File: config.mk
export PLATFORM = sky130hd
export DESIGN_NAME = pxl_readout
export DESIGN_NICKNAME = d
export VERILOG_FILES = /design/src/pkg/pxl_pkg.sv /design/src/verilog/pxl_readout.sv /design/src/verilog/pxl_ref_tick.sv
export SDC_FILE = /design/constraint.sdc
export NUM_CORES = 1
export LEC_CHECK = 0
export BUFFER_PORTS_ARGS = -buffer_cell sky130_fd_sc_hd__buf_2
export CAP_MARGIN = 20
export CORE_MARGIN = 2
export CORE_UTILIZATION = 45
export DETAILED_ROUTE_END_ITERATION = 6
export PLACE_DENSITY = 0.63
export SYNTH_ARGS = -nofsm -noshare
export SYNTH_HDL_FRONTEND = slang
export SYNTH_SLANG_ARGS = --single-unit
File: constraint.sdc
create_clock -name clk -period 6.7 [get_ports clk]
set_input_delay 1.005 -clock clk [delete_from_list [all_inputs] [get_ports clk]]
set_output_delay 1.005 -clock clk [all_outputs]
set_load 0.05 [all_outputs]
File: src/pkg/pxl_pkg.sv
// package: register map, reset values, timing constants and carrier types for the sensor readout
package pxl_pkg;

    // register offsets
    localparam logic [7:0] PXL_OFF_LED_DIV      = 8'h0D;
    localparam logic [7:0] PXL_OFF_SMP_DELAY    = 8'h0E;
    localparam logic [7:0] PXL_OFF_LED_CURRENT  = 8'h0F;
    localparam logic [7:0] PXL_OFF_LIGHT_CTRL   = 8'h27;
    localparam logic [7:0] PXL_OFF_PROX_MSB     = 8'h41;
    localparam logic [7:0] PXL_OFF_PROX_LSB     = 8'h42;
    localparam logic [7:0] PXL_OFF_FILT_MSB     = 8'h43;
    localparam logic [7:0] PXL_OFF_FILT_LSB     = 8'h44;
    localparam logic [7:0] PXL_OFF_UNF_MSB      = 8'h45;
    localparam logic [7:0] PXL_OFF_UNF_LSB      = 8'h46;

    // reset values
    localparam logic [7:0] PXL_RST_LED_DIV      = 8'h10;
    localparam logic [7:0] PXL_RST_SMP_DELAY    = 8'h05;
    localparam logic [7:0] PXL_RST_LED_CURRENT  = 8'h00;
    localparam logic [7:0] PXL_RST_LIGHT_CTRL   = 8'h00;

    // field positions in the light control register
    localparam int PXL_BIT_FILT_EN = 0;
    localparam int PXL_BIT_UNF_EN  = 1;

    // field widths
    localparam int PXL_CUR_W   = 4;
    localparam int PXL_DLY_W   = 5;
    localparam int PXL_PROX_W  = 12;
    localparam int PXL_LIGHT_W = 16;

    // timing: reference and step figures in their own units
    localparam int PXL_CLK_MHZ      = 50;
    localparam int PXL_REF_MHZ      = 4;
    localparam int PXL_STEP_NS      = 125;
    localparam int PXL_CLK_PER_NS   = 20;
    // nanoseconds per half reference period, 125 ns (4 MHz ref built from 50 MHz)
    localparam int PXL_REF_HALF_NS  = 1000 / (2 * PXL_REF_MHZ);
    // 125 ns step, rounded down to whole clocks, at least one
    localparam int PXL_STEP_CYC     = (PXL_STEP_NS / PXL_CLK_PER_NS) < 1 ? 1 :
                                      (PXL_STEP_NS / PXL_CLK_PER_NS);

    // register bus carrier
    typedef struct packed {
        logic       wr;
        logic       rd;
        logic [7:0] addr;
        logic [7:0] wdata;
    } pxl_req_t;

    // conversion results from the analog converters
    typedef struct packed {
        logic                   prox_vld;
        logic [PXL_PROX_W-1:0]  prox;
        logic                   filt_vld;
        logic [PXL_LIGHT_W-1:0] filt;
        logic                   unf_vld;
        logic [PXL_LIGHT_W-1:0] unf;
    } pxl_conv_t;

    // state of the receiver sample delay timer
    typedef enum logic [2:0] {
        PXL_ST_IDLE  = 3'b001,
        PXL_ST_WAIT  = 3'b010,
        PXL_ST_DONE  = 3'b100
    } pxl_smp_st_t;

endpackage

File: src/verilog/pxl_readout.sv
// proximity LED pulse timing, sample delay and light result readout
`timescale 1ns/1ps
// Behaviour
// - led rate is 4 MHz over divider
// - divider resets to 16, 250 kHz
// - receiver samples delayed from the latest LED edge
// - delay register resets to code 5
// - LED current modulated, amplitude programmable
// - proximity result is 12-bit unsigned
// - proximity result stored, host readable
// - light channels enabled independently, else powered down
// - each light channel stores 16-bit result
// - proximity msb at 0x41, lsb at 0x42
module pxl_readout (
    // clock and reset
    input  wire logic                          clk,
    input  wire logic                          rst_n,
    input  wire logic                          clk_en,
    // register access port
    input  wire pxl_pkg::pxl_req_t             reg_req,
    output logic [7:0]                         reg_rdata,
    output logic                               reg_rvalid,
    // measurement control
    input  wire logic                          prox_active,
    input  wire pxl_pkg::pxl_conv_t            conv,
    // LED driver and receiver
    output logic                               led_drive,
    output logic [pxl_pkg::PXL_CUR_W-1:0]      led_current,
    output logic                               rx_sample,
    // light channel power
    output logic                               filt_light_pwr,
    output logic                               unf_light_pwr
);
    import pxl_pkg::*;

    logic [7:0]             led_pulse_divider_q;
    logic [7:0]             receiver_sample_delay_q;
    logic [7:0]             led_current_q;
    logic [7:0]             light_ctrl_q;
    logic [PXL_PROX_W-1:0]  proximity_result_q;
    logic [PXL_LIGHT_W-1:0] filtered_light_result_q;
    logic [PXL_LIGHT_W-1:0] unfiltered_light_result_q;
    logic [7:0]             ref_cnt_q;
    logic [PXL_DLY_W-1:0]   dly_cnt_q;
    logic                   led_q;
    logic                   led_edge_q;
    pxl_smp_st_t            smp_st_q;
    logic                   ref_tick;
    logic                   step_tick;
    logic [7:0]             half_cnt;

    // decodes the number of 125 ns steps for a delay code
    // only the low five code bits count; larger codes fold onto them
    function automatic logic [PXL_DLY_W-1:0] dly_steps(input logic [7:0] code);
        logic [PXL_DLY_W-1:0] c;
        c = code[PXL_DLY_W-1:0];
        if (c <= PXL_DLY_W'(1))
            dly_steps = '0;
        else
            dly_steps = c - PXL_DLY_W'(1);
    endfunction

    // reference and step tick source
    // every reference tick is also a step tick, so LED edges land on step boundaries
    pxl_ref_tick #(
        .ACC_W     (8)
    ) u_tick (
        .clk       (clk),
        .rst_n     (rst_n),
        .clk_en    (clk_en),
        .ref_tick  (ref_tick),
        .step_tick (step_tick)
    );

    // register writes
    // result offsets are read only; a write to them falls to the default arm
    always_ff @(posedge clk) begin
        if (!rst_n) begin
            led_pulse_divider_q     <= PXL_RST_LED_DIV;
            receiver_sample_delay_q <= PXL_RST_SMP_DELAY;
            led_current_q           <= PXL_RST_LED_CURRENT;
            light_ctrl_q            <= PXL_RST_LIGHT_CTRL;
        end else if (clk_en && reg_req.wr) begin
            case (reg_req.addr)
                PXL_OFF_LED_DIV:     led_pulse_divider_q     <= reg_req.wdata;
                PXL_OFF_SMP_DELAY:   receiver_sample_delay_q <= reg_req.wdata;
                PXL_OFF_LED_CURRENT: led_current_q           <= reg_req.wdata;
                PXL_OFF_LIGHT_CTRL:  light_ctrl_q            <= reg_req.wdata;
                default: ;
            endcase
        end
    end

    // register reads, answered one cycle after the request
    // read data follows the address every enabled cycle; only rvalid marks it
    always_ff @(posedge clk) begin
        if (!rst_n) begin
            reg_rdata  <= 8'h00;
            reg_rvalid <= 1'b0;
        end else if (clk_en) begin
            reg_rvalid <= reg_req.rd;
            case (reg_req.addr)
                PXL_OFF_LED_DIV:     reg_rdata <= led_pulse_divider_q;
                PXL_OFF_SMP_DELAY:   reg_rdata <= receiver_sample_delay_q;
                PXL_OFF_LED_CURRENT: reg_rdata <= led_current_q;
                PXL_OFF_LIGHT_CTRL:  reg_rdata <= light_ctrl_q;
                PXL_OFF_PROX_MSB:    reg_rdata <= 8'(proximity_result_q[PXL_PROX_W-1:8]);
                PXL_OFF_PROX_LSB:    reg_rdata <= proximity_result_q[7:0];
                PXL_OFF_FILT_MSB:    reg_rdata <= filtered_light_result_q[15:8];
                PXL_OFF_FILT_LSB:    reg_rdata <= filtered_light_result_q[7:0];
                PXL_OFF_UNF_MSB:     reg_rdata <= unfiltered_light_result_q[15:8];
                PXL_OFF_UNF_LSB:     reg_rdata <= unfiltered_light_result_q[7:0];
                default:             reg_rdata <= 8'h00;
            endcase
        end
    end

    // conversion results; a powered-down channel keeps its last value
    // a disabled channel ignores its converter so a stray valid cannot overwrite
    always_ff @(posedge clk) begin
        if (!rst_n) begin
            proximity_result_q        <= '0;
            filtered_light_result_q   <= '0;
            unfiltered_light_result_q <= '0;
        end else if (clk_en) begin
            if (conv.prox_vld)
                proximity_result_q <= conv.prox;
            if (conv.filt_vld && light_ctrl_q[PXL_BIT_FILT_EN])
                filtered_light_result_q <= conv.filt;
            if (conv.unf_vld && light_ctrl_q[PXL_BIT_UNF_EN])
                unfiltered_light_result_q <= conv.unf;
        end
    end

    // light channel power enables
    // power follows the enable bits one cycle late, straight from a flop
    always_ff @(posedge clk) begin
        if (!rst_n) begin
            filt_light_pwr <= 1'b0;
            unf_light_pwr  <= 1'b0;
        end else if (clk_en) begin
            filt_light_pwr <= light_ctrl_q[PXL_BIT_FILT_EN];
            unf_light_pwr  <= light_ctrl_q[PXL_BIT_UNF_EN];
        end
    end

    assign half_cnt = {1'b0, led_pulse_divider_q[7:1]};

    // LED pulse divider: period of divider reference ticks, high for half
    // an edge is flagged only on a real level change, so an idle start samples nothing
    always_ff @(posedge clk) begin
        if (!rst_n) begin
            ref_cnt_q  <= 8'h00;
            led_q      <= 1'b0;
            led_edge_q <= 1'b0;
        end else if (clk_en) begin
            led_edge_q <= 1'b0;
            if (!prox_active) begin
                ref_cnt_q <= 8'h00;
                led_q     <= 1'b0;
            end else if (ref_tick) begin
                if (ref_cnt_q + 8'h01 >= led_pulse_divider_q) begin
                    ref_cnt_q  <= 8'h00;
                    led_q      <= 1'b1;
                    led_edge_q <= !led_q;
                end else begin
                    ref_cnt_q <= ref_cnt_q + 8'h01;
                    if (ref_cnt_q + 8'h01 == half_cnt) begin
                        led_q      <= 1'b0;
                        led_edge_q <= led_q;
                    end
                end
            end
        end
    end

    // LED drive and current outputs
    // the drive lags the internal level by one clock, and the sample timer too
    always_ff @(posedge clk) begin
        if (!rst_n) begin
            led_drive   <= 1'b0;
            led_current <= '0;
        end else if (clk_en) begin
            led_drive   <= led_q;
            led_current <= led_current_q[PXL_CUR_W-1:0];
        end
    end

    // sample delay timer, restarted at every LED edge
    // a new edge overrides a pending wait, so only the latest edge is sampled
    always_ff @(posedge clk) begin
        if (!rst_n) begin
            smp_st_q  <= PXL_ST_IDLE;
            dly_cnt_q <= '0;
            rx_sample <= 1'b0;
        end else if (clk_en) begin
            rx_sample <= 1'b0;
            if (led_edge_q) begin
                dly_cnt_q <= dly_steps(receiver_sample_delay_q);
                smp_st_q  <= PXL_ST_WAIT;
            end else begin
                case (smp_st_q)
                    PXL_ST_IDLE: ;
                    PXL_ST_WAIT: begin
                        if (dly_cnt_q == '0) begin
                            rx_sample <= 1'b1;
                            smp_st_q  <= PXL_ST_DONE;
                        end else if (step_tick) begin
                            dly_cnt_q <= dly_cnt_q - PXL_DLY_W'(1);
                        end
                    end
                    PXL_ST_DONE: smp_st_q <= PXL_ST_IDLE;
                    default:     smp_st_q <= PXL_ST_IDLE;
                endcase
            end
        end
    end
endmodule

File: src/verilog/pxl_ref_tick.sv
// reference tick generator: 4 MHz ticks and 125 ns steps from the system clock
`timescale 1ns/1ps
module pxl_ref_tick #(
    parameter int ACC_W = 8
) (
    // clock and reset
    input  wire logic clk,
    input  wire logic rst_n,
    input  wire logic clk_en,
    // ticks out
    output logic      ref_tick,
    output logic      step_tick
);
    import pxl_pkg::*;

    // fractional accumulator: steps of 8 MHz (125 ns) from 50 MHz
    localparam logic [ACC_W-1:0] INC = ACC_W'(2 * PXL_REF_MHZ);
    localparam logic [ACC_W-1:0] MOD = ACC_W'(PXL_CLK_MHZ);

    logic [ACC_W-1:0] acc_q;
    logic             half_q;
    logic [ACC_W:0]   sum;

    assign sum = {1'b0, acc_q} + {1'b0, INC};

    // step accumulator; every second step is a reference tick
    always_ff @(posedge clk) begin
        if (!rst_n) begin
            acc_q     <= '0;
            half_q    <= 1'b0;
            step_tick <= 1'b0;
            ref_tick  <= 1'b0;
        end else if (clk_en) begin
            step_tick <= 1'b0;
            ref_tick  <= 1'b0;
            if (sum >= {1'b0, MOD}) begin
                acc_q     <= ACC_W'(sum - {1'b0, MOD});
                step_tick <= 1'b1;
                half_q    <= ~half_q;
                ref_tick  <= half_q;
            end else begin
                acc_q <= sum[ACC_W-1:0];
            end
        end
    end
endmodule

==> results of run 1 <==
cells by family after synthesis:
| family | count (synthesis) |
|---|---|
| AOI/OAI and AO/OA | 182 |
| xor gates and xnor gates | 13 |
| adders and majority gates | 18 |
| buffers and inverters | 67 |
| DFF | 121 |
| muxes | 57 |
| and+or+nand+nor | 282 |
tightest hold or removal path, cell delays in order (launching register included):
cell and delay (ns):
dfxtp_1 0.31, nand2_1 0.05, a21oi_1 0.05
cell usage after synthesis, types with 12 or more instances:
cell type / n / area [um^2]
inv_1: 21 / 78.8
nand2_1: 123 / 462
ha_1: 18 / 225
mux2i_1: 55 / 551
clkbuf_1: 33 / 124
a22oi_1: 19 / 143
nor2b_1: 14 / 87.6
nor3_1: 12 / 60.1
a21oi_1: 65 / 325
dfxtp_1: 121 / 2420
o21ai_0: 20 / 100
nor2_1: 60 / 225
nand3_1: 21 / 105
stage by stage:
stage	area [um^2]	cells	power [mW]
after floorplan	6140	740	0.805
after global placement	6630	960	0.843
after detailed placement	6630	960	0.845
after CTS	7300	992	1.89
after global routing	7320	993	1.93
final	7320	993	1.88
layer usage:
metal / part of all wire / up-vias
met5: 0 / -
met4: 0.016 / 0
met3: 0.047 / 29
met2: 0.46 / 128
met1: 0.48 / 2576
li1: - / 2760
report_power, final:
group          leakage, nW  total (mW)  switching (mW)  internal (mW)
combinational         1.44       0.100          0.0637         0.0365
sequential           0.977       0.732         0.00661          0.726
clock                0.327        1.05           0.347          0.702
total                 2.74        1.88           0.417           1.46
flip-flops by register name, summed over array words and instances, names as in the netlist, 3 cells and up:
signal,cells
filtered_light_result_q,16
unfiltered_light_result_q,16
proximity_result_q,12
led_current_q,8
led_pulse_divider_q,8
light_ctrl_q,8
receiver_sample_delay_q,8
ref_cnt_q,8
reg_rdata,8
u_tick.acc_q,7
dly_cnt_q,5
led_current,4
smp_st_q,3
worst max path at each step:
stage               cells past startpoint                                  end        start  slack (ns)
finish                                  7         light_ctrl_q[1]$_SDFFE_PN0P_   reg_req[9]        3.60
global route                            7         light_ctrl_q[1]$_SDFFE_PN0P_   reg_req[9]        3.31
CTS                                     7         light_ctrl_q[1]$_SDFFE_PN0P_   reg_req[9]        3.62
detailed placement                      7         light_ctrl_q[1]$_SDFFE_PN0P_   reg_req[9]        3.20
global placement                        7         light_ctrl_q[0]$_SDFFE_PN0P_   reg_req[9]        3.21
floorplan                               8  led_pulse_divider_q[0]$_SDFFE_PN0P_  reg_req[10]        4.05
final cells by class:
class	instances	area, um^2
Clock buffer	19	433
Clock inverter	13	238
Fill cell	1234	5970
Inverter	23	87.6
Multi-Input combinational cell	552	3450
Sequential cell	121	2420
Tap cell	176	220
Timing Repair Buffer	89	475
==> run metrics, run 1 <==
pre-CTS WS=3.20 ns; FMAX=323 MHz; sequential area share after synthesis=0.394; Finish-stage setup viols=0; max-slew violations=0; layout cells sized above 1=0.160; critical path class=in2reg; met3 Usage GRT=0.0575; GR Util met2=0.351; gpl congestion=0.917; Yosys cell types=63; drt drc=0; Setup crit start kind=primary input; final setup skew=0.00604 ns; busiest grt layer=met2; Critical R2R Capture=ref_cnt_q[5]$_SDFFE_PN0P_; core area=13300 um^2; worst path bufs/invs=1; largest family of logic cells by synthesized area=simple AND/OR/NAND/NOR gates; drt first-iter violations=489; grt total ovfl=0; RSZ-0062 raised after global routing=no; Initial DRT Pass Iterations=6; Setup TNS Final=0 ns; register bit count reported by yosys=121; Crit Path Max Fanout=27; hold slack=0.455 ns; Synth Flop Type=dfxtp_1; FF-to-FF path depth=11; reg2reg start=ref_cnt_q[2]$_SDFFE_PN0P_; max-cap viol count=0; clk_lat worst skew=0.42 ns; status=complete, no violations; CTS tree=built; gr usage total=0.225; WP data required=6.99 ns; Critical Path, Cell by Cell=buf_2 -> nor4b_1 -> nand3_1 -> nor2b_1 -> nor2b_1 -> mux2i_1 -> nor2_1; Bufs on Longest Clock Path=2; largest net degree at the start of global routing=112; final worst setup slack=3.60 ns; commonest non-fill, non-tap cells in the layout=123 x nand2_1, 121 x dfxtp_1, 85 x buf_2; Worst path max stage delay=0.73 ns; Synth Area in Simple Gates=0.220; Worst slew margin=0.343; post-CTS setup buffers=0; Final Cycle Share=0.462; vias=5493; Clock H-tree levels=4; final hold vios=0; crit-path most repeated cell=nor2b_1; fin nets=891; cts hold-fix bufs=0; Hold Path Class=reg2reg; clk slew on worst S/H paths=0.06 ns; EDFF count, synth=0; Avg Vias per Cell=5.53; PwrDens=257 nW/um^2; mux share of post-synthesis cell area=0.0933; wire per inst=16.0 um; hold path start=proximity_result_q[5]$_SDFFE_PN0P_; Die Ht=121 um; Worst VDD drop=0.203 mV; WP data arrival=3.39 ns; Layout area overhead=19.3%; crit path capture type=flop; Die Wd=121 um; Inserted Clock Buffers=17; mean post-synth cell area=8.30 um^2; Resize count post-CTS=0; asr flop ratio synth=0; Post-DRT Antenna Nets=0; GRT met1 Usage=0.299; first-pass GRT wire length=25.9 mm; die area=14600 um^2; Hold Crit Depth=2; ant diodes=0; XOR/XNOR Fraction of Synth Area=0.0185; Post-Route Utilization=0.551; Synth Area in Compound Gates=0.193; delay-heaviest family, CP=simple AND/OR/NAND/NOR gates; Row Count=42; initial core utilization=0.462; clock root buffer=clkbuf_16; Tightest Pin Transition=0.976 ns; dpl hpwl=11.1 mm; reg-to-reg slack, setup=3.77 ns; most common cell after layout, fill and taps aside=nand2_1; Post-Syn Area=6140 um^2; Synth Instances=740; final wirelength=15.9 mm; WHS Endpoint=proximity_result_q[5]$_SDFFE_PN0P_; I/O Buffers=85; antenna violations before repair=0; top-level I/O count=86; Leak=2.74 nW; Syn Nets=827; slowest CP cell=nor2b_1; CTS sink count=121; fin crit period=3.10 ns; Synth Warn #=0; Post-Synth Adder-Cell Area=0.0367; vias in the first global route=5308
Power figures use the tool's default switching activity.
==> run 2, diff against run 1 <==
--- a/config.mk
+++ b/config.mk
@@ -10,7 +10,7 @@
 export CORE_MARGIN = 2
 export CORE_UTILIZATION = 45
 export DETAILED_ROUTE_END_ITERATION = 6
-export PLACE_DENSITY = 0.63
+export PLACE_DENSITY = 0.66
 export SYNTH_ARGS = -nofsm -noshare
 export SYNTH_HDL_FRONTEND = slang
 export SYNTH_SLANG_ARGS = --single-unit
==> constraint.sdc (replaced) <==
create_clock -name clk -period 2.65 [get_ports clk]
set_input_delay 0.3975 -clock clk [delete_from_list [all_inputs] [get_ports clk]]
set_output_delay 0.3975 -clock clk [all_outputs]
set_load 0.05 [all_outputs]
==> run 2 against run 1 <==
Compared with the run above: core utilization is 0.85 points higher; die area stayed put; register-to-register slack worse by 3.6 ns; largest power group unchanged; clock skew is 0.00088 ns lower; critical path depth is 1 higher; combinational power grew to 2.6 times the previous value; clock-buffer cell count is 1 higher; critical endpoint is now u_tick.acc_q[6]$_SDFFE_PN0P_; sequential share of layout area is 0.45 points lower; clock power grew to 2.5 times the previous value; total power grew to 2.5 times the previous value; setup slack worse by 3.4 ns.
==> run metrics, run 2 (synthesized netlist as in run 1, its figures left out) <==
Tightest Pin Transition=0.800 ns (-0.176 ns); CTS tree=built; final hold vios=0 (unchanged); dpl hpwl=11.2 mm (+1.4%); gpl congestion=0.823 (-10%); Clock H-tree levels=4 (unchanged); reg-to-reg slack, setup=0.20 ns (-3.57 ns); Critical R2R Capture=u_tick.acc_q[6]$_SDFFE_PN0P_; Crit Path Max Fanout=12 (-56%); drt first-iter violations=419 (-14%); Leak=2.81 nW (+2.4%); WHS Endpoint=unfiltered_light_result_q[9]$_SDFFE_PN0P_; grt total ovfl=0 (unchanged); final worst setup slack=0.199 ns (-3.40 ns); top-level I/O count=86 (unchanged); gr usage total=0.229 (+0.00330); fin nets=906 (+1.7%); antenna violations before repair=0 (unchanged); busiest grt layer=met2; max-cap viol count=0 (unchanged); final setup skew=0.00516 ns (-0.000878 ns); Setup crit start kind=flop; vias=5638 (+2.6%); Worst VDD drop=0.397 mV (+96%); status=complete, no violations; Post-DP Area=6750 um^2 (+1.8%); crit path capture type=flop; layout cells sized above 1=0.182 (+0.0214); Post-Route Utilization=0.559 (+0.00847); WP data required=2.96 ns (-4.03 ns); WP data arrival=2.76 ns (-0.63 ns); most common cell after layout, fill and taps aside=nand2_1; final wirelength=15.9 mm (-0.12%); PwrDens=642 nW/um^2 (+150%); critical path class=reg2reg; reg2reg start=u_tick.acc_q[3]$_SDFFE_PN0P_; layout filler cell count=1260 (+2.1%); hold slack=0.213 ns (-0.241 ns); Initial DRT Pass Iterations=5 (-1); largest net degree at the start of global routing=57 (-49%); Worst slew margin=0.460 (+0.116); first-pass GRT wire length=26.3 mm (+1.4%); Inserted Clock Buffers=17 (unchanged); Die Wd=121 um (unchanged); met3 Usage GRT=0.0533 (-0.00425); wire per inst=15.8 um (-1.5%); clk slew on worst S/H paths=0.06 ns (about the same); initial core utilization=0.462 (unchanged); Total Power=4.77 mW (+150%); Layout area overhead=21.1%; FF-to-FF path depth=8 (-3); hold path start=conv[9]; Row Count=42 (unchanged); finished layout cell area=7440 um^2 (+1.5%); CTS sink count=121 (unchanged); drt drc=0 (unchanged); commonest non-fill, non-tap cells in the layout=123 x nand2_1, 118 x dfxtp_1, 85 x buf_2; clk_lat worst skew=0.42 ns (about the same); fin crit period=2.45 ns; Bufs on Longest Clock Path=2 (unchanged); pre-CTS WS=0.175 ns (-3.02 ns); Hold Path Class=in2reg; ant diodes=0 (unchanged); Finish-stage setup viols=0 (unchanged); core area=13300 um^2 (unchanged); vias in the first global route=5354 (+0.87%); FMAX=408 MHz; Final Cycle Share=0.925; I/O Buffers=85 (unchanged); Hold Crit Depth=3 (+1); clock root buffer=clkbuf_16; Layout Cells excl Fill=1007 (+1.4%); die area=14600 um^2 (unchanged); max-slew violations=0 (unchanged); Post-DRT Antenna Nets=0 (unchanged); biggest regs=filtered_light_result_q x16, unfiltered_light_result_q x16, proximity_result_q x12; GRT met1 Usage=0.304 (+0.00559); Setup TNS Final=0 ns (unchanged); Placed Cells=976 (+1.7%); Avg Vias per Cell=5.60 (+1.2%); Die Ht=121 um (unchanged); GR Util met2=0.364 (+0.0131)
-- run 2: worst max-delay path by stage --
stage	slack, ns	end	start
3_5_place_dp	0.18	ref_cnt_q[2]$_SDFFE_PN0P_	ref_cnt_q[2]$_SDFFE_PN0P_
5_1_grt	-0.003	ref_cnt_q[2]$_SDFFE_PN0P_	ref_cnt_q[2]$_SDFFE_PN0P_
4_1_cts	0.17	ref_cnt_q[2]$_SDFFE_PN0P_	ref_cnt_q[2]$_SDFFE_PN0P_
6_report	0.20	u_tick.acc_q[6]$_SDFFE_PN0P_	u_tick.acc_q[3]$_SDFFE_PN0P_
3_3_place_gp	0.24	ref_cnt_q[2]$_SDFFE_PN0P_	ref_cnt_q[2]$_SDFFE_PN0P_
2_1_floorplan	0.15	ref_cnt_q[5]$_SDFFE_PN0P_	ref_cnt_q[3]$_SDFFE_PN0P_
-- run 2: final cells by class --
type / count / area (um^2) / area share
multi-input combinational: 552 / 3450 / 0.464
sequential: 121 / 2430 / 0.326
timing repair buffer: 104 / 568 / 0.0764
clock buffer: 20 / 467 / 0.0628
tap: 176 / 220 / 0.0296
clock inverter: 11 / 218 / 0.0293
inverter: 23 / 87.6 / 0.0118
-- run 2: per-layer routing --
metal,part of all wire,wire length [um]
met1,0.46,7270
met2,0.47,7400
met3,0.057,897
met4,0.019,305
met5,0,0
-- run 2: power breakdown --
group          switching [mW]  leakage (nW)  internal (mW)
sequential             0.0161         0.978           1.84
combinational           0.163          1.50         0.0962
clock                   0.828         0.328           1.83
-- run 2: timing repair --
item | 4_1_cts | 5_1_grt
hold buffers | 0 | 0
setup endpoints to repair | 0 | 8
gates resized for setup | 0 | 5
setup buffers | 0 | 0
-- run 2: worst max-delay path: stages (launching register included) --
cell	delay, ns
dfxtp_1	0.53
ha_1	0.40
a21boi_0	0.27
nor2b_1	0.17
o21ai_1	0.08
a211oi_1	0.41
buf_4	0.24
a21oi_1	0.06
a31o_1	0.18
==> run 3, diff against run 2 <==
--- a/config.mk
+++ b/config.mk
@@ -10,7 +10,7 @@
 export CORE_MARGIN = 2
 export CORE_UTILIZATION = 45
 export DETAILED_ROUTE_END_ITERATION = 6
-export PLACE_DENSITY = 0.66
+export PLACE_DENSITY = 0.63
 export SYNTH_ARGS = -nofsm -noshare
 export SYNTH_HDL_FRONTEND = slang
 export SYNTH_SLANG_ARGS = --single-unit
==> constraint.sdc (replaced) <==
create_clock -name clk -period 2.7 [get_ports clk]
set_input_delay 0.405 -clock clk [delete_from_list [all_inputs] [get_ports clk]]
set_output_delay 0.405 -clock clk [all_outputs]
set_load 0.05 [all_outputs]
==> run 3 against run 2 <==
Compared with the run above: sequential share of layout area up 0.24 points; clock power down 9.4%; maximum frequency down 0.18%; register-to-register slack better by 0.05 ns; critical path depth up 4; global-route usage down 0.32 points; core utilization down 0.43 points; die area unchanged.
==> run metrics, run 3 (synthesized netlist as in run 1, its figures left out) <==
initial core utilization=0.462 (unchanged); final setup skew=0.00808 ns (+0.00291 ns); Crit Path Max Fanout=8 (-4); CTS sink count=121 (unchanged); wire per inst=15.8 um (+0.39%); final hold vios=0 (unchanged); top-level I/O count=86 (unchanged); Post-DRT Antenna Nets=0 (unchanged); WP data required=3.03 ns (+0.07 ns); I/O Buffers=85 (unchanged); Clock H-tree levels=4 (unchanged); die area=14600 um^2 (unchanged); clk_lat worst skew=0.42 ns (about the same); core area=13300 um^2 (unchanged); Initial DRT Pass Iterations=5 (unchanged); Finish-stage setup viols=0 (unchanged); Post-Route Utilization=0.555 (-0.00433); vias in the first global route=5297 (-1.1%); Resize count post-CTS=0 (unchanged); Final Cycle Share=0.909 (-0.0155); max-slew violations=0 (unchanged); dpl hpwl=11.1 mm (-0.79%); critical path class=reg2reg; cts hold-fix bufs=0 (unchanged); crit path capture type=flop; FMAX=407 MHz (-0.18%); clock root buffer=clkbuf_16; Total Power=4.49 mW (-6.0%); PwrDens=608 nW/um^2 (-5.3%); WP data arrival=2.79 ns (+0.03 ns); drt drc=0 (unchanged); most common cell after layout, fill and taps aside=nand2_1; pre-CTS WS=0.217 ns (+0.0424 ns); Die Ht=121 um (unchanged); Inserted Clock Buffers=17 (unchanged); Tightest Pin Transition=0.774 ns (-0.0264 ns); gpl congestion=0.865 (+5.1%); Hold Path Class=in2reg; Post-DP Area=6730 um^2 (-0.26%); ant diodes=0 (unchanged); final worst setup slack=0.245 ns (+0.0456 ns); fin nets=902 (-0.44%); Worst VDD drop=0.431 mV (+8.5%); final wirelength=15.9 mm (about the same); grt total ovfl=0 (unchanged); clk slew on worst S/H paths=0.06 ns (about the same); Setup crit start kind=flop; Bufs on Longest Clock Path=2 (unchanged); status=complete, no violations; largest net degree at the start of global routing=111 (+95%); CTS tree=built; Avg Vias per Cell=5.56 (-0.64%); layout cells sized above 1=0.180 (-0.00176); antenna violations before repair=0 (unchanged); Row Count=42 (unchanged); drt first-iter violations=484 (+16%); commonest non-fill, non-tap cells in the layout=123 x nand2_1, 119 x dfxtp_1, 85 x buf_2; biggest regs=filtered_light_result_q x16, unfiltered_light_result_q x16, proximity_result_q x12; finished layout cell area=7380 um^2 (-0.77%); vias=5585 (-0.94%); first-pass GRT wire length=26.2 mm (-0.37%); fin crit period=2.46 ns (+0.00443 ns); gr usage total=0.225 (-0.00317); Worst slew margin=0.477 (+0.0178); post-CTS setup buffers=0 (unchanged); max-cap viol count=0 (unchanged); Die Wd=121 um (unchanged); Layout area overhead=20.2%; Leak=2.77 nW (-1.2%)
## run 3: area by class of cell
cell class	count	area (um^2)
inverter	23	87.6
clock inverter	14	196
sequential	121	2420
timing repair buffer	100	551
tap	176	220
fill	1252	5920
clock buffer	18	439
multi-input combinational	552	3460
## run 3: metal layers
| layer | part of all wire | global-route usage |
|---|---|---|
| met1 | 0.47 | 0.306 |
| met2 | 0.46 | 0.350 |
| met3 | 0.052 | 0.0533 |
| met4 | 0.015 | 0.0814 |
| met5 | 0 | 0 |
## run 3: worst paths after layout
kind | from | endpoint | slack [ns] | depth (start not counted)
max | ref_cnt_q[4]$_SDFFE_PN0P_ | ref_cnt_q[2]$_SDFFE_PN0P_ | 0.24 | 12
min | conv[10] | unfiltered_light_result_q[10]$_SDFFE_PN0P_ | 0.22 | 3
max reg2reg | ref_cnt_q[4]$_SDFFE_PN0P_ | ref_cnt_q[2]$_SDFFE_PN0P_ | 0.24 | 12
min reg2reg | filtered_light_result_q[0]$_SDFFE_PN0P_ | filtered_light_result_q[0]$_SDFFE_PN0P_ | 0.45 | 2
## run 3: through the flow
stage | instances | setup TNS, ns | hold WS (ns)
finish | 1004 | 0 | 0.223
global route | 1004 | -0.00820 | 0.221
CTS | 1004 | 0 | 0.206
detailed placement | 972 | 0 | 0.446
global placement | 972 | 0 | 0.443
floorplan | 740 | 0 | 0.432
## run 3: report_power, final
| part | total [mW] | leakage (nW) | internal (mW) | switching (mW) |
|---|---|---|---|---|
| registers | 1.82 | 0.978 | 1.80 | 0.0165 |
| logic | 0.257 | 1.49 | 0.0950 | 0.162 |
| clock network | 2.41 | 0.303 | 1.57 | 0.837 |
## run 3: critical path, stage by stage (launching register included)
cell,delay [ns]
dfxtp_1,0.39
and3_1,0.20
and3_1,0.24
a31o_2,0.18
nand2_1,0.07
ha_1,0.29
a211o_1,0.25
a21oi_1,0.12
o21ai_1,0.10
a21oi_1,0.14
buf_4,0.17
nand3b_1,0.08
a31oi_1,0.16
